===== src/ivp_pkg.sv =====
`default_nettype none
package ivp_pkg;
   // ----------------------------------------
   // register bus
   // ----------------------------------------
   localparam int AW = 4;
   localparam int DW = 8;
   localparam logic [AW-1:0] ADDR_MISC_CTRL = 4'h0;
   localparam logic [AW-1:0] ADDR_CLK_STATUS = 4'h1;
   localparam logic [AW-1:0] ADDR_PEND_STATUS = 4'h2;
   localparam logic [AW-1:0] ADDR_MODE_STATUS = 4'h3;
   // misc_control_one fields
   localparam int MC_SENS_A_LO = 0;
   localparam int MC_SENS_B_LO = 2;
   localparam int MC_DIV_LOW = 4;
   localparam int MC_DIV_HIGH = 5;
   localparam int MC_SLOW = 6;
   // clock_supply_status_register fields
   localparam int CS_FLAG = 1;
   localparam int CS_IE = 2;
   // ----------------------------------------
   // sensitivity codes of the external groups
   // ----------------------------------------
   localparam logic [1:0] SENS_FALL_LOW = 2'h0;
   localparam logic [1:0] SENS_RISE = 2'h1;
   localparam logic [1:0] SENS_FALL = 2'h2;
   localparam logic [1:0] SENS_BOTH = 2'h3;
   // ----------------------------------------
   // vectors, low byte address of each pair
   // ----------------------------------------
   localparam logic [15:0] VEC_RESET = 16'hfffe;
   localparam logic [15:0] VEC_TRAP = 16'hfffc;
   localparam logic [15:0] VEC_EXT_A = 16'hfffa;
   localparam logic [15:0] VEC_EXT_B = 16'hfff8;
   localparam logic [15:0] VEC_CSS = 16'hfff6;
   localparam logic [15:0] VEC_SERIAL = 16'hfff4;
   localparam logic [15:0] VEC_TIMER_A = 16'hfff2;
   localparam logic [15:0] VEC_TIMER_B = 16'hffee;
   localparam logic [15:0] VEC_TWO_WIRE = 16'hffe4;
   // request bit positions, lower index wins
   localparam int RQ_TRAP = 0;
   localparam int RQ_EXT_A = 1;
   localparam int RQ_EXT_B = 2;
   localparam int RQ_CSS = 3;
   localparam int RQ_SERIAL = 4;
   localparam int RQ_TIMER_A = 5;
   localparam int RQ_TIMER_B = 6;
   localparam int RQ_TWO_WIRE = 7;
   // ----------------------------------------
   // clocking
   // ----------------------------------------
   localparam logic [5:0] DIV_RUN = 6'h02;
   localparam logic [5:0] DIV_SLOW_BASE = 6'h04;
   localparam int STARTUP_CYCLES_DOC = 4096;
   localparam int STARTUP_W = 16;
   // ----------------------------------------
   // modes
   // ----------------------------------------
   typedef enum logic [2:0] {M_RST_FETCH, M_RUN, M_WAIT, M_HALT, M_STARTUP} ivp_mode_e;
   localparam logic [2:0] MODE_RUN = 3'h0;
   localparam logic [2:0] MODE_SLOW = 3'h1;
   localparam logic [2:0] MODE_WAIT = 3'h2;
   localparam logic [2:0] MODE_SLOW_WAIT = 3'h3;
   localparam logic [2:0] MODE_HALT = 3'h4;
   localparam logic [2:0] MODE_STARTUP = 3'h5;
endpackage : ivp_pkg
`default_nettype wire


===== src/ivp_core.sv =====
// Notes on behaviour
// group A vectors fffa, below trap, wakes halt
// group B vectors fff8, below A, wakes halt
// clock monitor vectors fff6 below groups
// serial fff4, timer A fff2, no halt wake
// timer B ffee, two-wire ffe4, no halt wake
// reset first, trap next, then table order
// reset enters run, clock divided by two
// slow mode divides by 4 to 32
// wait during slow keeps slow clock
// wait stops cpu, peripherals keep running
// entering wait clears interrupt mask
// wait ends on any interrupt or reset
// service sets mask, return clears it
// halt stops oscillator, cpu and peripherals
// halt left only on reset, external groups
// halt exit waits 4096 cpu cycles
// after start-up, service waking interrupt
// entering halt clears mask, pending wakes
// watchdog option may turn halt into reset
// selected pins of a group are anded
// external latch cleared on vector fetch
// software clears latch by changing sensitivity
// simultaneous requests served by fixed priority
// maskable served only unmasked and enabled
`timescale 1ns/1ps
`default_nettype none
module ivp_core #(
   parameter int STARTUP_CYCLES = ivp_pkg::STARTUP_CYCLES_DOC,
   parameter int PINS_A = 8,
   parameter int PINS_B = 8
) (
   input wire logic clk_sys_in,
   input wire logic sys_rst_in,
   input wire logic ce_in,
   input wire logic [ivp_pkg::AW-1:0] addr_in,
   input wire logic [ivp_pkg::DW-1:0] wdata_in,
   input wire logic wr_in,
   input wire logic rd_in,
   output logic [ivp_pkg::DW-1:0] rdata_out,
   input wire logic wfi_in,
   input wire logic halt_in,
   input wire logic trap_in,
   input wire logic iret_in,
   input wire logic vec_ack_in,
   input wire logic [PINS_A-1:0] ext_a_pins_in,
   input wire logic [PINS_A-1:0] ext_a_sel_in,
   input wire logic [PINS_B-1:0] ext_b_pins_in,
   input wire logic [PINS_B-1:0] ext_b_sel_in,
   input wire logic css_event_in,
   input wire logic serial_irq_in,
   input wire logic timer_a_irq_in,
   input wire logic timer_b_irq_in,
   input wire logic two_wire_irq_in,
   input wire logic wdg_enabled_in,
   input wire logic wdg_halt_option_in,
   output logic irq_req_out,
   output logic [15:0] vector_out,
   output logic i_bit_out,
   output logic cpu_clk_en_out,
   output logic periph_clk_en_out,
   output logic osc_on_out,
   output logic wdg_reset_out,
   output logic [2:0] mode_out
);
   import ivp_pkg::*;

   typedef struct packed {
      ivp_mode_e mode;
      logic i_bit;
      logic irq_req;
      logic [15:0] vec;
      logic trap_pend;
      logic ext_a_pend;
      logic ext_b_pend;
      logic ext_a_prev;
      logic ext_b_prev;
      logic [1:0] sens_a;
      logic [1:0] sens_b;
      logic slow;
      logic div_low;
      logic div_high;
      logic css_en;
      logic css_flag;
      logic [STARTUP_W-1:0] startup_cnt;
      logic wdg_rst;
      logic cpu_en;
      logic periph_en;
      logic osc_on;
      logic [DW-1:0] rdata;
      logic [2:0] mode_code;
   } ivp_core_s;

   ivp_core_s cur_ff;
   ivp_core_s nxt_cur;
   logic tick;
   logic lvl_a;
   logic lvl_b;
   logic [7:0] req;
   logic avail;
   logic [15:0] best;

   // ----------------------------------------
   // helpers
   // ----------------------------------------
   // pins not selected as interrupt inputs read as high, so they never mask the group
   function automatic logic grp_level(input logic [PINS_A+PINS_B-1:0] pins, input logic [PINS_A+PINS_B-1:0] sel);
      grp_level = &(pins | ~sel);
   endfunction : grp_level

   function automatic logic ext_event(input logic [1:0] sens, input logic prev, input logic now);
      case (sens)
         SENS_FALL_LOW: ext_event = !now;
         SENS_RISE: ext_event = !prev && now;
         SENS_FALL: ext_event = prev && !now;
         default: ext_event = prev != now;
      endcase
   endfunction : ext_event

   function automatic logic [15:0] pick_vec(input logic [7:0] r);
      if (r[RQ_TRAP]) begin
         pick_vec = VEC_TRAP;
      end else if (r[RQ_EXT_A]) begin
         pick_vec = VEC_EXT_A;
      end else if (r[RQ_EXT_B]) begin
         pick_vec = VEC_EXT_B;
      end else if (r[RQ_CSS]) begin
         pick_vec = VEC_CSS;
      end else if (r[RQ_SERIAL]) begin
         pick_vec = VEC_SERIAL;
      end else if (r[RQ_TIMER_A]) begin
         pick_vec = VEC_TIMER_A;
      end else if (r[RQ_TIMER_B]) begin
         pick_vec = VEC_TIMER_B;
      end else begin
         pick_vec = VEC_TWO_WIRE;
      end
   endfunction : pick_vec

   ivp_prescaler u_pre (
      .clk_sys_in(clk_sys_in),
      .sys_rst_in(sys_rst_in),
      .ce_in(ce_in),
      .slow_in(cur_ff.slow),
      .div_sel_in({cur_ff.div_high, cur_ff.div_low}),
      .tick_out(tick)
   );

   // ----------------------------------------
   // request collection
   // ----------------------------------------
   assign lvl_a = grp_level((PINS_A+PINS_B)'(ext_a_pins_in), (PINS_A+PINS_B)'(ext_a_sel_in));
   assign lvl_b = grp_level((PINS_A+PINS_B)'(ext_b_pins_in), (PINS_A+PINS_B)'(ext_b_sel_in));

   always_comb begin
      req = 8'h00;
      req[RQ_TRAP] = cur_ff.trap_pend;
      req[RQ_EXT_A] = cur_ff.ext_a_pend && !cur_ff.i_bit;
      req[RQ_EXT_B] = cur_ff.ext_b_pend && !cur_ff.i_bit;
      req[RQ_CSS] = cur_ff.css_flag && cur_ff.css_en && !cur_ff.i_bit;
      req[RQ_SERIAL] = serial_irq_in && !cur_ff.i_bit;
      req[RQ_TIMER_A] = timer_a_irq_in && !cur_ff.i_bit;
      req[RQ_TIMER_B] = timer_b_irq_in && !cur_ff.i_bit;
      req[RQ_TWO_WIRE] = two_wire_irq_in && !cur_ff.i_bit;
      avail = |req;
      best = pick_vec(req);
   end

   // ----------------------------------------
   // next state
   // ----------------------------------------
   always_comb begin
      nxt_cur = cur_ff;
      nxt_cur.wdg_rst = 1'b0;
      nxt_cur.rdata = '0;
      nxt_cur.ext_a_prev = lvl_a;
      nxt_cur.ext_b_prev = lvl_b;
      // register writes; a sensitivity change drops a stale latch
      if (wr_in && addr_in == ADDR_MISC_CTRL) begin
         nxt_cur.sens_a = wdata_in[MC_SENS_A_LO +: 2];
         nxt_cur.sens_b = wdata_in[MC_SENS_B_LO +: 2];
         nxt_cur.div_low = wdata_in[MC_DIV_LOW];
         nxt_cur.div_high = wdata_in[MC_DIV_HIGH];
         nxt_cur.slow = wdata_in[MC_SLOW];
         if (wdata_in[MC_SENS_A_LO +: 2] != cur_ff.sens_a) begin
            nxt_cur.ext_a_pend = 1'b0;
         end
         if (wdata_in[MC_SENS_B_LO +: 2] != cur_ff.sens_b) begin
            nxt_cur.ext_b_pend = 1'b0;
         end
      end else if (wr_in && addr_in == ADDR_CLK_STATUS) begin
         nxt_cur.css_en = wdata_in[CS_IE];
      end
      // register reads
      if (rd_in && addr_in == ADDR_MISC_CTRL) begin
         nxt_cur.rdata[MC_SENS_A_LO +: 2] = cur_ff.sens_a;
         nxt_cur.rdata[MC_SENS_B_LO +: 2] = cur_ff.sens_b;
         nxt_cur.rdata[MC_DIV_LOW] = cur_ff.div_low;
         nxt_cur.rdata[MC_DIV_HIGH] = cur_ff.div_high;
         nxt_cur.rdata[MC_SLOW] = cur_ff.slow;
      end else if (rd_in && addr_in == ADDR_CLK_STATUS) begin
         nxt_cur.rdata[CS_IE] = cur_ff.css_en;
         nxt_cur.rdata[CS_FLAG] = cur_ff.css_flag;
         if (!css_event_in) begin
            nxt_cur.css_flag = 1'b0;
         end
      end else if (rd_in && addr_in == ADDR_PEND_STATUS) begin
         nxt_cur.rdata = {cur_ff.i_bit, req[7:RQ_EXT_A]};
      end else if (rd_in && addr_in == ADDR_MODE_STATUS) begin
         nxt_cur.rdata[2:0] = cur_ff.mode_code;
      end
      // vector fetch by the cpu
      if (vec_ack_in && cur_ff.irq_req) begin
         nxt_cur.irq_req = 1'b0;
         nxt_cur.i_bit = 1'b1;
         if (cur_ff.vec == VEC_TRAP) begin
            nxt_cur.trap_pend = 1'b0;
         end
         if (cur_ff.vec == VEC_EXT_A) begin
            nxt_cur.ext_a_pend = 1'b0;
         end
         if (cur_ff.vec == VEC_EXT_B) begin
            nxt_cur.ext_b_pend = 1'b0;
         end
         if (cur_ff.mode == M_RST_FETCH) begin
            nxt_cur.mode = M_RUN;
         end
      end else if (iret_in) begin
         nxt_cur.i_bit = 1'b0;
      end
      // hardware sets win over any clear above; edge logic keeps running in halt
      if (ext_event(cur_ff.sens_a, cur_ff.ext_a_prev, lvl_a)) begin
         nxt_cur.ext_a_pend = 1'b1;
      end
      if (ext_event(cur_ff.sens_b, cur_ff.ext_b_prev, lvl_b)) begin
         nxt_cur.ext_b_pend = 1'b1;
      end
      if (css_event_in) begin
         nxt_cur.css_flag = 1'b1;
      end
      if (trap_in) begin
         nxt_cur.trap_pend = 1'b1;
      end
      // mode sequencing
      case (cur_ff.mode)
         M_RST_FETCH: begin
            nxt_cur.irq_req = !(vec_ack_in && cur_ff.irq_req);
            nxt_cur.vec = VEC_RESET;
         end
         M_RUN: begin
            if (!(vec_ack_in && cur_ff.irq_req)) begin
               nxt_cur.irq_req = avail;
               nxt_cur.vec = best;
            end
            if (wfi_in) begin
               nxt_cur.i_bit = 1'b0;
               nxt_cur.irq_req = 1'b0;
               nxt_cur.mode = M_WAIT;
            end else if (halt_in && wdg_enabled_in && !wdg_halt_option_in) begin
               nxt_cur.wdg_rst = 1'b1;
            end else if (halt_in) begin
               nxt_cur.i_bit = 1'b0;
               nxt_cur.irq_req = 1'b0;
               // a group latch already set means an immediate wake through start-up
               if (cur_ff.ext_a_pend || cur_ff.ext_b_pend) begin
                  nxt_cur.mode = M_STARTUP;
                  nxt_cur.startup_cnt = '0;
               end else begin
                  nxt_cur.mode = M_HALT;
                  nxt_cur.osc_on = 1'b0;
               end
            end
         end
         M_WAIT: begin
            if (avail) begin
               nxt_cur.mode = M_RUN;
            end
         end
         M_HALT: begin
            if (cur_ff.ext_a_pend || cur_ff.ext_b_pend) begin
               nxt_cur.mode = M_STARTUP;
               nxt_cur.osc_on = 1'b1;
               nxt_cur.startup_cnt = '0;
            end
         end
         default: begin
            // the count is in cpu cycles, so it follows the selected divider
            if (tick) begin
               if (cur_ff.startup_cnt == STARTUP_W'(STARTUP_CYCLES - 1)) begin
                  nxt_cur.mode = M_RUN;
               end else begin
                  nxt_cur.startup_cnt = cur_ff.startup_cnt + 1'b1;
               end
            end
         end
      endcase
      nxt_cur.cpu_en = tick && (nxt_cur.mode == M_RUN || nxt_cur.mode == M_RST_FETCH);
      nxt_cur.periph_en = tick && nxt_cur.mode != M_HALT && nxt_cur.mode != M_STARTUP;
      case (nxt_cur.mode)
         M_WAIT: nxt_cur.mode_code = nxt_cur.slow ? MODE_SLOW_WAIT : MODE_WAIT;
         M_HALT: nxt_cur.mode_code = MODE_HALT;
         M_STARTUP: nxt_cur.mode_code = MODE_STARTUP;
         default: nxt_cur.mode_code = nxt_cur.slow ? MODE_SLOW : MODE_RUN;
      endcase
   end

   // ----------------------------------------
   // state register
   // ----------------------------------------
   always_ff @(posedge clk_sys_in) begin
      if (sys_rst_in) begin
         cur_ff <= '0;
         cur_ff.mode <= M_RST_FETCH;
         cur_ff.irq_req <= 1'b1;
         cur_ff.vec <= VEC_RESET;
         cur_ff.i_bit <= 1'b1;
         cur_ff.osc_on <= 1'b1;
         cur_ff.ext_a_prev <= 1'b1;
         cur_ff.ext_b_prev <= 1'b1;
      end else if (ce_in) begin
         cur_ff <= nxt_cur;
      end
   end

   assign rdata_out = cur_ff.rdata;
   assign irq_req_out = cur_ff.irq_req;
   assign vector_out = cur_ff.vec;
   assign i_bit_out = cur_ff.i_bit;
   assign cpu_clk_en_out = cur_ff.cpu_en;
   assign periph_clk_en_out = cur_ff.periph_en;
   assign osc_on_out = cur_ff.osc_on;
   assign wdg_reset_out = cur_ff.wdg_rst;
   assign mode_out = cur_ff.mode_code;

   // ----------------------------------------
   // checks
   // ----------------------------------------
   a_wait_mask_clear: assert property (@(posedge clk_sys_in) disable iff (sys_rst_in)
      (ce_in && cur_ff.mode == M_RUN && wfi_in) |=> (!i_bit_out && cur_ff.mode == M_WAIT))
      else $error("wait entry did not clear mask");
   a_fetch_sets_mask: assert property (@(posedge clk_sys_in) disable iff (sys_rst_in)
      (ce_in && irq_req_out && vec_ack_in) |=> (i_bit_out && !irq_req_out))
      else $error("vector fetch did not set mask");
   a_masked_no_req: assert property (@(posedge clk_sys_in) disable iff (sys_rst_in)
      (ce_in && cur_ff.mode == M_RUN && cur_ff.i_bit && !cur_ff.trap_pend && !wfi_in) |=> !irq_req_out)
      else $error("masked request was raised");
   a_group_a_first: assert property (@(posedge clk_sys_in) disable iff (sys_rst_in)
      (ce_in && cur_ff.mode == M_RUN && cur_ff.ext_a_pend && cur_ff.ext_b_pend && !cur_ff.i_bit
       && !cur_ff.trap_pend && !vec_ack_in && !wfi_in && !halt_in) |=> (irq_req_out && vector_out == VEC_EXT_A))
      else $error("group A not preferred");
   a_halt_no_wake: assert property (@(posedge clk_sys_in) disable iff (sys_rst_in)
      (ce_in && cur_ff.mode == M_HALT && !cur_ff.ext_a_pend && !cur_ff.ext_b_pend) |=> cur_ff.mode == M_HALT)
      else $error("halt left without wake source");
   a_startup_hold: assert property (@(posedge clk_sys_in) disable iff (sys_rst_in)
      (ce_in && cur_ff.mode == M_STARTUP && cur_ff.startup_cnt != STARTUP_W'(STARTUP_CYCLES - 1))
      |=> (cur_ff.mode == M_STARTUP && !cpu_clk_en_out && osc_on_out))
      else $error("start-up delay cut short");
   a_wdg_halt: assert property (@(posedge clk_sys_in) disable iff (sys_rst_in)
      (ce_in && cur_ff.mode == M_RUN && halt_in && !wfi_in && wdg_enabled_in && !wdg_halt_option_in)
      |=> (wdg_reset_out && cur_ff.mode == M_RUN) ##1 !wdg_reset_out)
      else $error("watchdog halt option ignored");
   a_wait_wakes: assert property (@(posedge clk_sys_in) disable iff (sys_rst_in)
      (ce_in && cur_ff.mode == M_WAIT && avail) |=> (cur_ff.mode == M_RUN && periph_clk_en_out == $past(tick)))
      else $error("wait not left on interrupt");
   a_halt_stops_osc: assert property (@(posedge clk_sys_in) disable iff (sys_rst_in)
      (cur_ff.mode == M_HALT) |-> (!osc_on_out && !periph_clk_en_out && !cpu_clk_en_out))
      else $error("clocks running in halt");
endmodule : ivp_core
`default_nettype wire


===== src/ivp_prescaler.sv =====
`timescale 1ns/1ps
`default_nettype none
module ivp_prescaler (
   input wire logic clk_sys_in,
   input wire logic sys_rst_in,
   input wire logic ce_in,
   input wire logic slow_in,
   input wire logic [1:0] div_sel_in,
   output logic tick_out
);
   import ivp_pkg::*;

   typedef struct packed {
      logic [5:0] cnt;
      logic tick;
   } ivp_pre_s;

   ivp_pre_s cur_ff;
   ivp_pre_s nxt_cur;

   function automatic logic [5:0] div_of(input logic slow, input logic [1:0] sel);
      div_of = slow ? (DIV_SLOW_BASE << sel) : DIV_RUN;
   endfunction : div_of

   // ----------------------------------------
   // divider
   // ----------------------------------------
   // a divider change applies to the count in progress, and the >= compare ends at once a count already past the new divider instead of letting it wrap
   always_comb begin
      nxt_cur = cur_ff;
      nxt_cur.tick = 1'b0;
      if (cur_ff.cnt >= div_of(slow_in, div_sel_in) - 6'h01) begin
         nxt_cur.cnt = 6'h00;
         nxt_cur.tick = 1'b1;
      end else begin
         nxt_cur.cnt = cur_ff.cnt + 6'h01;
      end
   end

   always_ff @(posedge clk_sys_in) begin
      if (sys_rst_in) begin
         cur_ff <= '0;
      end else if (ce_in) begin
         cur_ff <= nxt_cur;
      end
   end

   assign tick_out = cur_ff.tick;
endmodule : ivp_prescaler
`default_nettype wire


===== config.mk =====
export PLATFORM = sky130hd
export DESIGN_NAME = ivp_core
export DESIGN_NICKNAME = d
export VERILOG_FILES = /design/src/ivp_pkg.sv /design/src/ivp_core.sv /design/src/ivp_prescaler.sv
export SDC_FILE = /design/constraint.sdc
export NUM_CORES = 1
export LEC_CHECK = 0
export ABC_AREA = 1
export ABC_CLOCK_PERIOD_IN_PS = 2500
export BUFFER_PORTS_ARGS = -buffer_cell sky130_fd_sc_hd__buf_4
export CORE_MARGIN = 10
export CORE_UTILIZATION = 30
export CTS_CLUSTER_DIAMETER = 80
export CTS_CLUSTER_SIZE = 8
export DETAILED_ROUTE_END_ITERATION = 16
export GPL_ROUTABILITY_DRIVEN = 0
export PLACE_DENSITY_LB_ADDON = 0.05
export RECOVER_POWER = 50
export SYNTH_ARGS = -nofsm -noshare
export SYNTH_HDL_FRONTEND = slang
export SYNTH_SLANG_ARGS = --single-unit

===== constraint.sdc =====
create_clock -name clk_sys_in -period 2.5 [get_ports clk_sys_in]
set_clock_uncertainty 0.05 [all_clocks]
set_input_delay 0.125 -clock clk_sys_in [delete_from_list [all_inputs] [get_ports clk_sys_in]]
set_output_delay 0.125 -clock clk_sys_in [all_outputs]
set_load 0.005 [all_outputs]

# Word level (Yosys, flattened, before mapping)
# Index checks and enable logic that the tools add are counted.
# W data, S select, Z words.
dict set report totals {
  n_memories 0
  ff_bits 73
  word_cells 192
  latchBits 0
  romBits 0
  ram_bits 0
  input_bits 61
}
dict set report op_classes {
  shift 1
  eq_ne 32
  n_lt_le_gt_ge 1
  n_bitwise 6
  div_mod_pow 0
  mul 0
  n_reduce_logical 55
  n_mux 69
  n_addsub 3
}
# operator count
set op_table {}
lappend op_table {{$mux W16} 5}
lappend op_table {{$mux W5} 11}
lappend op_table {{$eq A16 B16 Y1 const B} 3}
lappend op_table {{$pmux W16 S3} 1}
lappend op_table {{$mux W17} 2}
lappend op_table {{$pmux W17 S2} 1}
lappend op_table {{$mux W3} 11}
lappend op_table {{$not A8 Y16} 2}
lappend op_table {{$or A8 B16 Y16} 2}
lappend op_table {{$reduce_and A16 Y1} 2}
lappend op_table {{$mux W1} 27}
lappend op_table {{$logic_and A1 B1 Y1} 24}
lappend op_table {{$add A16 B1 Y16 const B} 1}
lappend op_table {{$eq A16 B12 Y1 const B} 1}
lappend op_table {{$ne A2 B2 Y1 const B} 7}
lappend op_table {{$reduce_and A7 Y1} 2}
lappend op_table {{$eq A3 B2 Y1 const B} 4}
lappend op_table {{$mux W6} 2}
lappend op_table {{$pmux W3 S4} 1}
lappend op_table {{$reduce_and A3 Y1} 4}
lappend op_table {{$reduce_bool A2 Y1} 5}
lappend op_table {{$pmux W3 S3} 1}
lappend op_table {{$eq A4 B2 Y1 const B} 2}
lappend op_table {{$reduce_or A8 Y1} 1}
lappend op_table {{28 further kinds} 45}

# Longest topological paths before layout
# Gate-level depths: netlist of run 1.
dict set report depth {
  ltp_word 17
  depth_mapped 14
  depth_no_buf 14
}

# By module
# From an unflattened synthesis of run 1, not the netlist that was laid out.
dict set report hier_totals {
  cells_unflattened 610
  area_unflattened_um2 4098.9
}
# module instances area_each_um2 cells_per_inst
set modules_own_cells {}
lappend modules_own_cells {ivp_core 1 3641.0 551}
lappend modules_own_cells {ivp_prescaler 1 457.9 59}

# Worst setup path after synthesis of run 1
# No wires, ideal clock.
dict set report synth_path {
  path_kind {reg2reg}
  start {register cur_ff[15] (netlist bit)}
  end {register cur_ff[29] (netlist bit)}
  path_stages_with_launch 14
  required_ns 2.316
  setup_slack_ns 0.691
  t_arrival_ns 1.625
  period_less_slack_ns 1.809
  cell_sequence {dfxtp_1 -> ha_1 -> nand2_1 -> nor2_1 -> nand2_1 -> nor2_2 -> nand2_1 -> nand2_1 -> nand2_1 -> nand2_2 -> inv_2 -> buf_4 -> nand3_1 -> a21oi_1}
}
dict set report synth_via {
  elab_chain_len 4
  word_cells_on_any_way 7
}
# item line
set synth_rtl {}
lappend synth_rtl {{start, declared} ivp_core.sv:94} ;# ivp_core_s cur_ff;
lappend synth_rtl {{start signal, assigned} ivp_core.sv:321} ;# cur_ff <= nxt_cur;
lappend synth_rtl {{$add A16 B1 Y16} ivp_core.sv:292} ;# nxt_cur.startup_cnt = cur_ff.startup_cnt + 1'b1;
lappend synth_rtl {{$mux W16} ivp_core.sv:289} ;# if (cur_ff.startup_cnt == STARTUP_W'(STARTUP_CYCLES - 1)) begin
lappend synth_rtl {{$mux W16} ivp_core.sv:288} ;# if (tick) begin
lappend synth_rtl {{$pmux W16 S3} ivp_core.sv:245} ;# case (cur_ff.mode)
# Parallel ways exist; a longest one is shown, timed or not. The select of a mux whose other input is x is not followed.
# A chain may end at the register's enable or synchronous reset.

# Worst setup path in the final report of run 1
dict set report layout_path {
  start {register cur_ff[15] (netlist bit)}
  end {register cur_ff (netlist bit periph_clk_en_out)}
}
dict set report layout_via {
  elab_chain_len 7
  word_cells_on_any_way 8
}
# item line
set layout_rtl {}
lappend layout_rtl {{$eq A16 B12 Y1 *} ivp_core.sv:289}
lappend layout_rtl {{$mux W3 *} ivp_core.sv:289}
lappend layout_rtl {{$mux W3 *} ivp_core.sv:288}
lappend layout_rtl {{$pmux W3 S4 *} ivp_core.sv:245}
lappend layout_rtl {{$ne A3 B2 Y1} ivp_core.sv:298} ;# nxt_cur.periph_en = tick && nxt_cur.mode != M_HALT && nxt_cur.mode != M_STARTUP;
lappend layout_rtl {{$logic_and A1 B1 Y1} ivp_core.sv:298}
lappend layout_rtl {{$logic_and A1 B1 Y1 *} ivp_core.sv:298}
# Mark *: on every way between the ends. The rest lies on a longest branch, timed or not.

==> out/qor.txt, run 1 <==
Crit Path Category - flip-flop to flip-flop
Routed Wire Length - 12000 um
setup TNS - 0 ns
max-slew headroom at the worst pin - 54.4%
H-Tree Depth - 3
Final HPWL DP - 9300 um
CP peak stage delay - 0.38 ns
total CTS buffers - 9
cells along the critical path - ha_1 > nand2_1 > nor2_1 > nand2_1 > nor2_2 > buf_4 > nand3_1 > nand2_1 > nand2_1 > nand2_1 > nand3_1 > nand3_1 > a21oi_1
asr flop ratio synth - 0%
Reg area - 0.00124 mm^2
Setup Buffers After CTS - 0
P&R area growth vs syn - 23.5%
PortBufs - 91
First-pass DRT Iterations - 5
R2R Path Start - cur_ff[15]
CP Data Required Time - 2.63 ns
multi-input combinational cell area - 0.00208 mm^2
worst-case clock buffer depth - 2
Leak - 2.21 nW
Clock Sinks - 62
initial antenna violation count - 0
worst slew pin tran - 0.684 ns
Root Driver - clkbuf_16
outcome - completed
Initial DRC Count - 286
Setup crit start kind - flip-flop
Min Hold Slack - 0.0220 ns
first-pass GRT wire length - 19400 um
Congestion Overflow GR - 0
Max Clk Rate - 461 MHz
Hold/Removal Path Class - input pin to flip-flop
Inserted Diodes - 0
critical path's most frequent cell - nand2_1
Max Transition Viols Final - 0
post-cts sizing count - 0
unrepaired setup endpoints after global routing - no
Synth Register Bits - 62
# DRC - 0
Antenna Nets Post-Route - 0
post-synth cell types - 44
sequential element share of the synthesized area - 31.6%
Initial Util - 30.9%
routed len/inst - 14.5 um
Die Span Y - 135 um
Hold Vio Cnt, Final - 0
number of synthesized flops with an enable pin - 0
HP Start - trap_in
top_reg_cell synth - dfxtp_1
Hold Buf Count CTS - 2
Critical Path Fanout Max - 4
CTS tree - yes
row cnt - 41
Die Area - 0.0181 mm^2
Nets - 724
pin count of the biggest net entering global routing - 30
clock slew at reported path FFs - 0.06 ns
Max Cap Viol - 0
Worst Setup SP - cur_ff[15]
syn nets - 659
DR vias/cell - 4.81
clk_lat worst skew - 0.33 ns
fin crit share - 86.7%
post-layout min period - 2.17 ns
I/O pins - 94
core area - 0.0127 mm^2
average cell area after synthesis - 6.70 um^2
total vias in the final route - 3980
slowest cell on the critical path - dfxtp_1
Setup crit end kind - flip-flop
layout cells sized above 1 - 18.1%
gr usage total - 13.1%
Layout fillers - 1412
vias in the first global route - 3877
synth warn - 0
Peak VDD IR - 0.284 mV
final setup fails - 0
Die Wd - 135 um
critical path arrival - 2.30 ns
post-synthesis cell area - 0.00393 mm^2
Mapped Cells - 587
Cell Pwr Density - 544 mW/mm^2
==> path summary, 6_finish.rpt <==
check                                         end  slack, ns  depth (start not counted)
worst min register to register         cur_ff[32]       0.42                          2
worst max-delay path            periph_clk_en_out       0.33                         13
worst min-delay path                   cur_ff[44]       0.02                          3
worst max register to register  periph_clk_en_out       0.33                         13
==> cells by family (layout without fill, tap and decap cells) <==
kind of cell	after synthesis	in the layout	share of synthesized area, %
simple gates	225	225	25.3
compound gates	142	142	21.2
buf+inv	132	201	15.5
flops	62	62	31.6
xor+xnor	13	13	2.89
fa+ha+maj	11	11	3.50
other cells	2	2	0.191
==> metrics by stage <==
stage | cells | instance area [um^2] | util (%) | power [W] | setup WS [ns]
global placement | 811 | 4610 | 36.2 | 0.00151 | 0.379
floorplan | 587 | 3930 | - | 0.00135 | 0.691
finish | 828 | 4860 | 38.2 | 0.00265 | 0.331
CTS | 828 | 4900 | 38.5 | 0.00269 | 0.327
detailed placement | 811 | 4610 | 36.2 | 0.00152 | 0.350
global route | 828 | 4860 | 38.2 | 0.00279 | 0.0562
==> critical path, delay by kind of cell, from the launching register on <==
family | cells | cell delay [ns]
AO/OA/AOI/OAI | 1 | 0.06
flip-flops | 1 | 0.38
buffers and inverters | 1 | 0.14
adder cells (fa/ha/maj) | 1 | 0.24
AND/OR/NAND/NOR | 10 | 1.15
==> state kept, by name, indices dropped and copies added (netlist names) <==
register	cells
wdg_reset_out	1
periph_clk_en_out	1
i_bit_out	1
mode_out	3
cpu_clk_en_out	1
osc_on_out	1
vector_out	5
rdata_out	8
u_pre.cur_ff	6
u_pre.tick_out	1
cur_ff	33
irq_req_out	1
==> cells in the final DEF, fill, tap and decap left out, drive strengths merged <==
cell and instances:
o311ai 1, inv 84, nor3b 1, o31ai 1, a21boi 2, nand2 104, a311oi 1, a21oi 52
clkbuf 49, clkinv 1, a41o 1, nand3 40, o22ai 12, dlygate4sd3 2, o2111ai 3, o21bai 1
dfxtp 62, nor2 57, nand4 12, o211ai 8, nor3 10, a31oi 3, o221ai 1, xnor2 4
a211oi 6, nand3b 1, o21a 1, ha 11, conb 2, o221a 1, xor2 9, buf 65
o21ai 45, a22oi 3
==> power by group <==
| part | total (W) | internal, W | leakage, nW | switching, W |
|---|---|---|---|---|
| Sequential | 0.00106 | 0.00103 | 0.506 | 0.0000367 |
| Clock | 0.00116 | 0.000719 | 0.133 | 0.000440 |
| Combinational | 0.000421 | 0.000178 | 1.57 | 0.000243 |
==> layer usage <==
metal	up-vias	wire (um)	GRT usage [%]
met3	10	806	3.97
met4	0	128	4.23
met2	117	5280	19.9
met1	1798	5780	17.4
met5	-	0	0
li1	2055	-	-
==> area by class of cell <==
type	count	share of cell area, %
multi-input combinational	393	42.9
sequential	62	25.5
timing repair buffer	102	15.1
inverter	84	6.49
clock buffer	14	5.43
tap	172	4.43
clock inverter	1	0.103
==> synthesized netlist by cell type, types with 4 or more instances <==
library cell / count / area (um^2)
o211ai_1: 8 / 60.1
dfxtp_1: 62 / 1240
inv_1: 81 / 304
nand4_1: 12 / 75.1
nor3_1: 9 / 45.0
buf_4: 29 / 218
ha_1: 11 / 138
xor2_1: 9 / 78.8
o22ai_1: 12 / 75.1
xnor2_1: 4 / 35.0
nor2_1: 54 / 203
a211oi_1: 5 / 37.5
a21oi_1: 51 / 255
nand3_1: 40 / 200
o21ai_0: 43 / 215
clkbuf_1: 13 / 48.8
nand2_1: 99 / 372
No activity file was read; power rests on OpenSTA's default activity.
==> run 2, diff against run 1 <==
Settings changed: ABC_AREA 1 to unset, SYNTH_HIERARCHICAL set to 1.
==> run 2 against run 1 <==
Against the previous run:
- worst setup slack worse by 0.0052 ns
- largest cell class unchanged
- via count is 9.8% lower
- combinational power shrank 9.3%
- power rose by 2.7%
- clock power is 9% higher
- critical endpoint unchanged
- design area is 2.9% lower
- clock-buffer cell count shrank 2
- register-to-register slack about the same
- synthesized area decreased by 5.3%
- wire length fell by 5.5%
- global-route usage shrank 0.15 points
- sequential power barely moved
==> out/qor.txt, run 2 <==
XOR/XNOR share of the synthesized area - 2.12%
most frequent cells in the layout - buf_4, dfxtp_1, nor2_1
Die Wd - 131 um
Setup crit start kind - flip-flop
layout cells sized above 1 - 25.5%
Post-synth top cells - dfxtp_1, nor2_1, a21oi_1
I/O pins - 94
post-synthesis cell area - 0.00372 mm^2
Die Area - 0.0173 mm^2
multiplexer share of the synthesized area - 2.59%
# DRC - 0
synth warn - 6
slowest cell on the critical path - nor4_4
HP Start - halt_in
max-slew headroom at the worst pin - 54.7%
pin count of the biggest net entering global routing - 61
Synth Area in Adders - 3.69%
Peak VDD IR - 0.302 mV
Congestion Overflow GR - 0
Crit Path Category - flip-flop to flip-flop
Setup Buffers After CTS - 0
total vias in the final route - 3589
unrepaired setup endpoints after global routing - no
final setup fails - 0
P&R area growth vs syn - 26.7%
Initial DRC Count - 218
Hold Vio Cnt, Final - 0
CTS tree - yes
core area - 0.0121 mm^2
initial antenna violation count - 0
syn nets - 539
Setup crit end kind - flip-flop
count leader, synth - dfxtp_1
cells along the critical path - ha_1 > nand2_1 > nor4_4 > a311oi_1 > a31oi_2 > nand3_1 > and3_1
Synth Register Bits - 62
worst slew pin tran - 0.680 ns
post-layout min period - 2.17 ns
synth top area cells - dfxtp_1, a21oi_1, buf_4
Largest register FFs - 33
H-Tree Depth - 3
post-synth top area share - 33.3%
CP delay by family, top - simple AND/OR/NAND/NOR gates
Min Hold Slack - 0.0184 ns
clk_lat worst skew - 0.34 ns
flop-to-flop setup slack - 0.33 ns
setup TNS - 0 ns
top register by number of flip-flops - cur_ff
total CTS buffers - 9
Final HPWL DP - 8670 um
Design Power - 0.00272 W
complex-gate fraction of the synthesized area - 22.9%
top_reg_cell synth - dfxtp_1
Post-Synth Simple-Gate Area - 24.0%
Leak - 1.89 nW
fin crit share - 87.0%
PortBufs - 91
Routed Wire Length - 11300 um
WHS Endpoint - wdg_reset_out
Inserted Diodes - 0
row cnt - 40
Clock Sinks - 62
Root Driver - clkbuf_16
Critical Path Fanout Max - 6
R2R Path Start - cur_ff[15]
Nets - 613
Worst R2R End - periph_clk_en_out
DR vias/cell - 5.03
largest area contributor in the netlist - dfxtp_1
worst r2r path cells - 7
post-synth cell types - 77
First-pass DRT Iterations - 4
critical path arrival - 2.35 ns
first-pass GRT wire length - 18600 um
number of synthesized flops with an enable pin - 0
commonest non-fill, non-tap cell in the layout - buf_4
Max Transition Viols Final - 0
vias in the first global route - 3551
asr flop ratio synth - 0%
sequential element share of the synthesized area - 33.3%
Max Clk Rate - 460 MHz
Worst Hold Depth - 3
Mapped Cells - 467
average cell area after synthesis - 7.98 um^2
Die Span Y - 131 um
largest family of logic cells by synthesized area - simple AND/OR/NAND/NOR gates
Cell Pwr Density - 576 mW/mm^2
clock slew at reported path FFs - 0.06 ns
CP peak stage delay - 0.38 ns
routed len/inst - 15.9 um
CP Buf/Inv Count - 0
Antenna Nets Post-Route - 0
Layout fillers - 1304
outcome - completed
CP Data Required Time - 2.68 ns
gr usage total - 13.0%
Initial Util - 30.9%
Max Cap Viol - 0
worst-case clock buffer depth - 2
Hold/Removal Path Class - input pin to flip-flop
[run 2: cell count changes in the layout (fill, tap and decap cells not counted), moves of 5 or more]
cell | before | now
nor3_1 | 9 | 28
nand3_1 | 40 | 16
inv_1 | 81 | 30
nand4_1 | 12 | 5
o21ai_0 | 43 | 13
a31oi_1 | 3 | 8
nor2_1 | 54 | 47
a221oi_1 | 0 | 5
o211ai_1 | 8 | 3
a21oi_1 | 51 | 41
nor2b_1 | 0 | 5
nand2_1 | 99 | 38
[run 2: metal layers]
| layer | part of all wire, % | up-vias | global-route usage [%] |
|---|---|---|---|
| met5 | 0 | - | 0 |
| met4 | 1.6 | 0 | 5.44 |
| met3 | 6.1 | 15 | 4.00 |
| li1 | - | 1805 | - |
| met2 | 49 | 100 | 21.1 |
| met1 | 43 | 1669 | 15.5 |
[run 2: cell families after synthesis]
family / count (synthesis)
XOR/XNOR: 9
multiplexers: 7
other: 2
flip-flops: 62
AND/OR/NAND/NOR: 175
AO/OA/AOI/OAI: 124
buffers and inverters: 77
adder cells (fa/ha/maj): 11
[run 2: metrics by stage]
| step | util, % | area (um^2) | setup WS (ns) | cells |
|---|---|---|---|---|
| floorplan | - | 3720 | 0.555 | 467 |
| global placement | 36.7 | 4420 | 0.325 | 694 |
| detailed placement | 36.7 | 4420 | 0.322 | 694 |
| CTS | 39.5 | 4770 | 0.320 | 714 |
| global route | 39.1 | 4720 | 0.0973 | 714 |
| finish | 39.1 | 4720 | 0.326 | 714 |
[run 2: cell type report]
type                            count  area (um^2)  share of cell area [%]
Clock inverter                      4         45.0                   0.955
Timing Repair Buffer              109          783                    16.6
Tap cell                          168          210                    4.46
Multi-Input combinational cell    328         2070                    43.8
Clock buffer                       12          256                    5.44
Sequential cell                    62         1240                    26.3
Inverter                           31          116                    2.47
[run 2: report_power, final]
part / total (W) / switching (W) / internal (W)
Combinational: 0.000382 / 0.000199 / 0.000183
Sequential: 0.00107 / 0.0000420 / 0.00102
Clock: 0.00127 / 0.000450 / 0.000820
Total: 0.00272 / 0.000690 / 0.00203
[run 2: worst max path at each step]
stage / startpoint / end / depth (start not counted)
floorplan: cur_ff[15] / irq_req_out / 7
CTS: cur_ff[15] / periph_clk_en_out / 7
detailed placement: addr_in[1] / mode_out[0] / 7
global route: cur_ff[15] / periph_clk_en_out / 7
finish: cur_ff[15] / periph_clk_en_out / 7
global placement: addr_in[1] / mode_out[0] / 7
[run 2: repair_timing]
item | CTS | global route
endpoints found under the hold margin | 4 | 0
gates resized for setup | 0 | 0
hold buffers | 4 | 0
[run 2: tightest hold or removal path, cell delays in order]
cell     delay [ns]
buf_4          0.09
a32oi_1        0.08
nor2_1         0.07
==> run 3, diff against run 2 <==
Settings changed: ABC_CLOCK_PERIOD_IN_PS 2500 to 2100.
Clock period 2.5 ns to 2.1 ns, I/O delays scaled along.
==> run 3 against run 2 <==
Against the previous run:
- sequential cell count unchanged
- first-iteration DRC count up 38%
- non-clock buffer count rose by 26
- hold slack lost 0.0090 ns
- combinational power rose by 32%
- fmax increased by 9.9%
- die area is the same
- register-to-register slack got worse by 0.20 ns
- clock-buffer cell count is 1 lower
- sequential share of layout area shrank 1.4 points
- clock power grew 41%
- critical path type unchanged
- highest routed layer unchanged
==> out/qor.txt, run 3 (synthesis gave the netlist of run 2 again) <==
Clock Sinks - 62
flop-to-flop setup slack - 0.12 ns
Critical Path Fanout Max - 4
pin count of the biggest net entering global routing - 44
DR vias/cell - 4.87
vias in the first global route - 3684
Largest register FFs - 33
Reg area - 0.00124 mm^2
Flop pwr share - 35.5%
Routed Wire Length - 11600 um
placed insts - 714
Initial Util - 30.9%
P&R area growth vs syn - 34.2%
final core utilization - 41.4%
combinational group share of total power - 14.2%
Root Driver - clkbuf_16
Die Wd - 131 um
worst r2r path cells - 7
worst slew pin tran - 0.609 ns
Net Switching - 0.000872 W
outcome - completed
Leak - 2.03 nW
critical path arrival - 2.19 ns
Final HPWL DP - 8870 um
post-route cell area - 0.00500 mm^2
Die Span Y - 131 um
first-pass GRT wire length - 19200 um
routed len/inst - 15.6 um
final setup fails - 0
commonest non-fill, non-tap cell in the layout - buf_4
core area - 0.0121 mm^2
gr usage total - 13.4%
Antenna Nets Post-Route - 0
Worst R2R End - irq_req_out
Cell Pwr Density - 714 mW/mm^2
Layout fillers - 1279
multi-input combinational cell area - 0.00209 mm^2
Hold/Removal Path Class - input pin to flip-flop
Max Clk Rate - 506 MHz
top register by number of flip-flops - cur_ff
Worst Setup SP - cur_ff[16]
most frequent cells in the layout - buf_4, dfxtp_1, nor2_1
Max Cap Viol - 0
Inserted Diodes - 0
I/O pins - 94
initial antenna violation count - 0
layout cells sized above 1 - 29.4%
Hold Vio Cnt, Final - 0
Max Transition Viols Final - 0
Cell Area, Placed - 0.00457 mm^2
clk_lat worst skew - 0.34 ns
Die Area - 0.0173 mm^2
CP Data Required Time - 2.31 ns
H-Tree Depth - 3
row cnt - 40
PortBufs - 91
R2R Path Start - cur_ff[16]
Int Power - 0.00270 W
max-slew headroom at the worst pin - 59.1%
post-layout min period - 1.98 ns
fin cells - 740
Min Hold Slack - 0.00938 ns
clock network power share - 50.3%
Switching Fraction - 24.4%
Congestion Overflow GR - 0
Initial DRC Count - 300
worst-case clock buffer depth - 2
Nets - 639
total vias in the final route - 3604
CP endpoint - irq_req_out
CTS tree - yes
Setup crit start kind - flip-flop
clock slew at reported path FFs - 0.06 ns
total CTS buffers - 9
fin crit share - 94.2%
Peak VDD IR - 0.398 mV
First-pass DRT Iterations - 4
# DRC - 0
Crit Path Category - flip-flop to flip-flop
Setup crit end kind - flip-flop
-- run 3: cell count changes in the layout (fill, tap and decap cells not counted), sizes merged --
cell / before / now
clkbuf: 49 / 48
clkinvlp: 0 / 2
bufinv: 1 / 3
buf: 68 / 91
dlygate4sd3: 4 / 7
clkinv: 4 / 1
-- run 3: layout make-up --
class	instances	share of cell area, %
clock buffer	11	5.06
tap	168	4.21
clock inverter	5	2.10
sequential	62	24.9
multi-input combinational	328	41.8
inverter	31	2.33
timing repair buffer	135	19.6
-- run 3: repair_timing --
action,4_1_cts,5_1_grt
setup buffers,0,3
resized for setup,0,6
endpoints found under the setup margin,0,8
hold buffers,7,0
endpoints found under the hold margin,7,0
-- run 3: power by group through the flow --
| stage | Clock, W | Sequential (W) | Combinational [W] |
|---|---|---|---|
| after floorplan | 0 | 0.00128 | 0.000281 |
| final | 0.00179 | 0.00127 | 0.000506 |
| after global routing | 0.00188 | 0.00127 | 0.000564 |
| after detailed placement | 0 | 0.00129 | 0.000495 |
| after CTS | 0.00183 | 0.00127 | 0.000507 |
| after global placement | 0 | 0.00129 | 0.000490 |
-- run 3: how the worst min path moves through the flow --
stage	from	endpoint	slack (ns)	cells after the start
final	wdata_in[0]	cur_ff[38]	0.009	3
after global routing	wdata_in[1]	cur_ff[39]	0.02	3
after CTS	wdata_in[0]	cur_ff[38]	0.002	3
after detailed placement	wdata_in[5]	cur_ff[33]	0.29	3
after global placement	wdata_in[4]	cur_ff[34]	0.29	3
after floorplan	sys_rst_in	u_pre/cur_ff[6]	0.12	1
-- run 3: critical path, stage by stage (launching register included) --
cell and delay, ns:
dfxtp_2 0.34, ha_2 0.21, nand2_2 0.08, nor4_4 0.39
a31o_2 0.24, nand2_2 0.06, or3_4 0.38, o211ai_2 0.16
-- run 3: per-stage QoR --
step           setup slack, ns  setup TNS [ns]  total power, W
2_1_floorplan            0.155               0         0.00156
5_1_grt               -0.00381        -0.00381         0.00372
6_report                 0.122               0         0.00357
4_1_cts                 0.0436               0         0.00361
3_3_place_gp             0.123               0         0.00178
3_5_place_dp            0.0616               0         0.00179
-- run 3: metal layers --
layer / vias to the layer above / routed length (um) / GRT usage [%]
met5: - / 0 / 0
met4: 0 / 160 / 5.13
met3: 16 / 600 / 3.85
met2: 87 / 5620 / 22.4
met1: 1647 / 5170 / 15.9
li1: 1854 / - / -
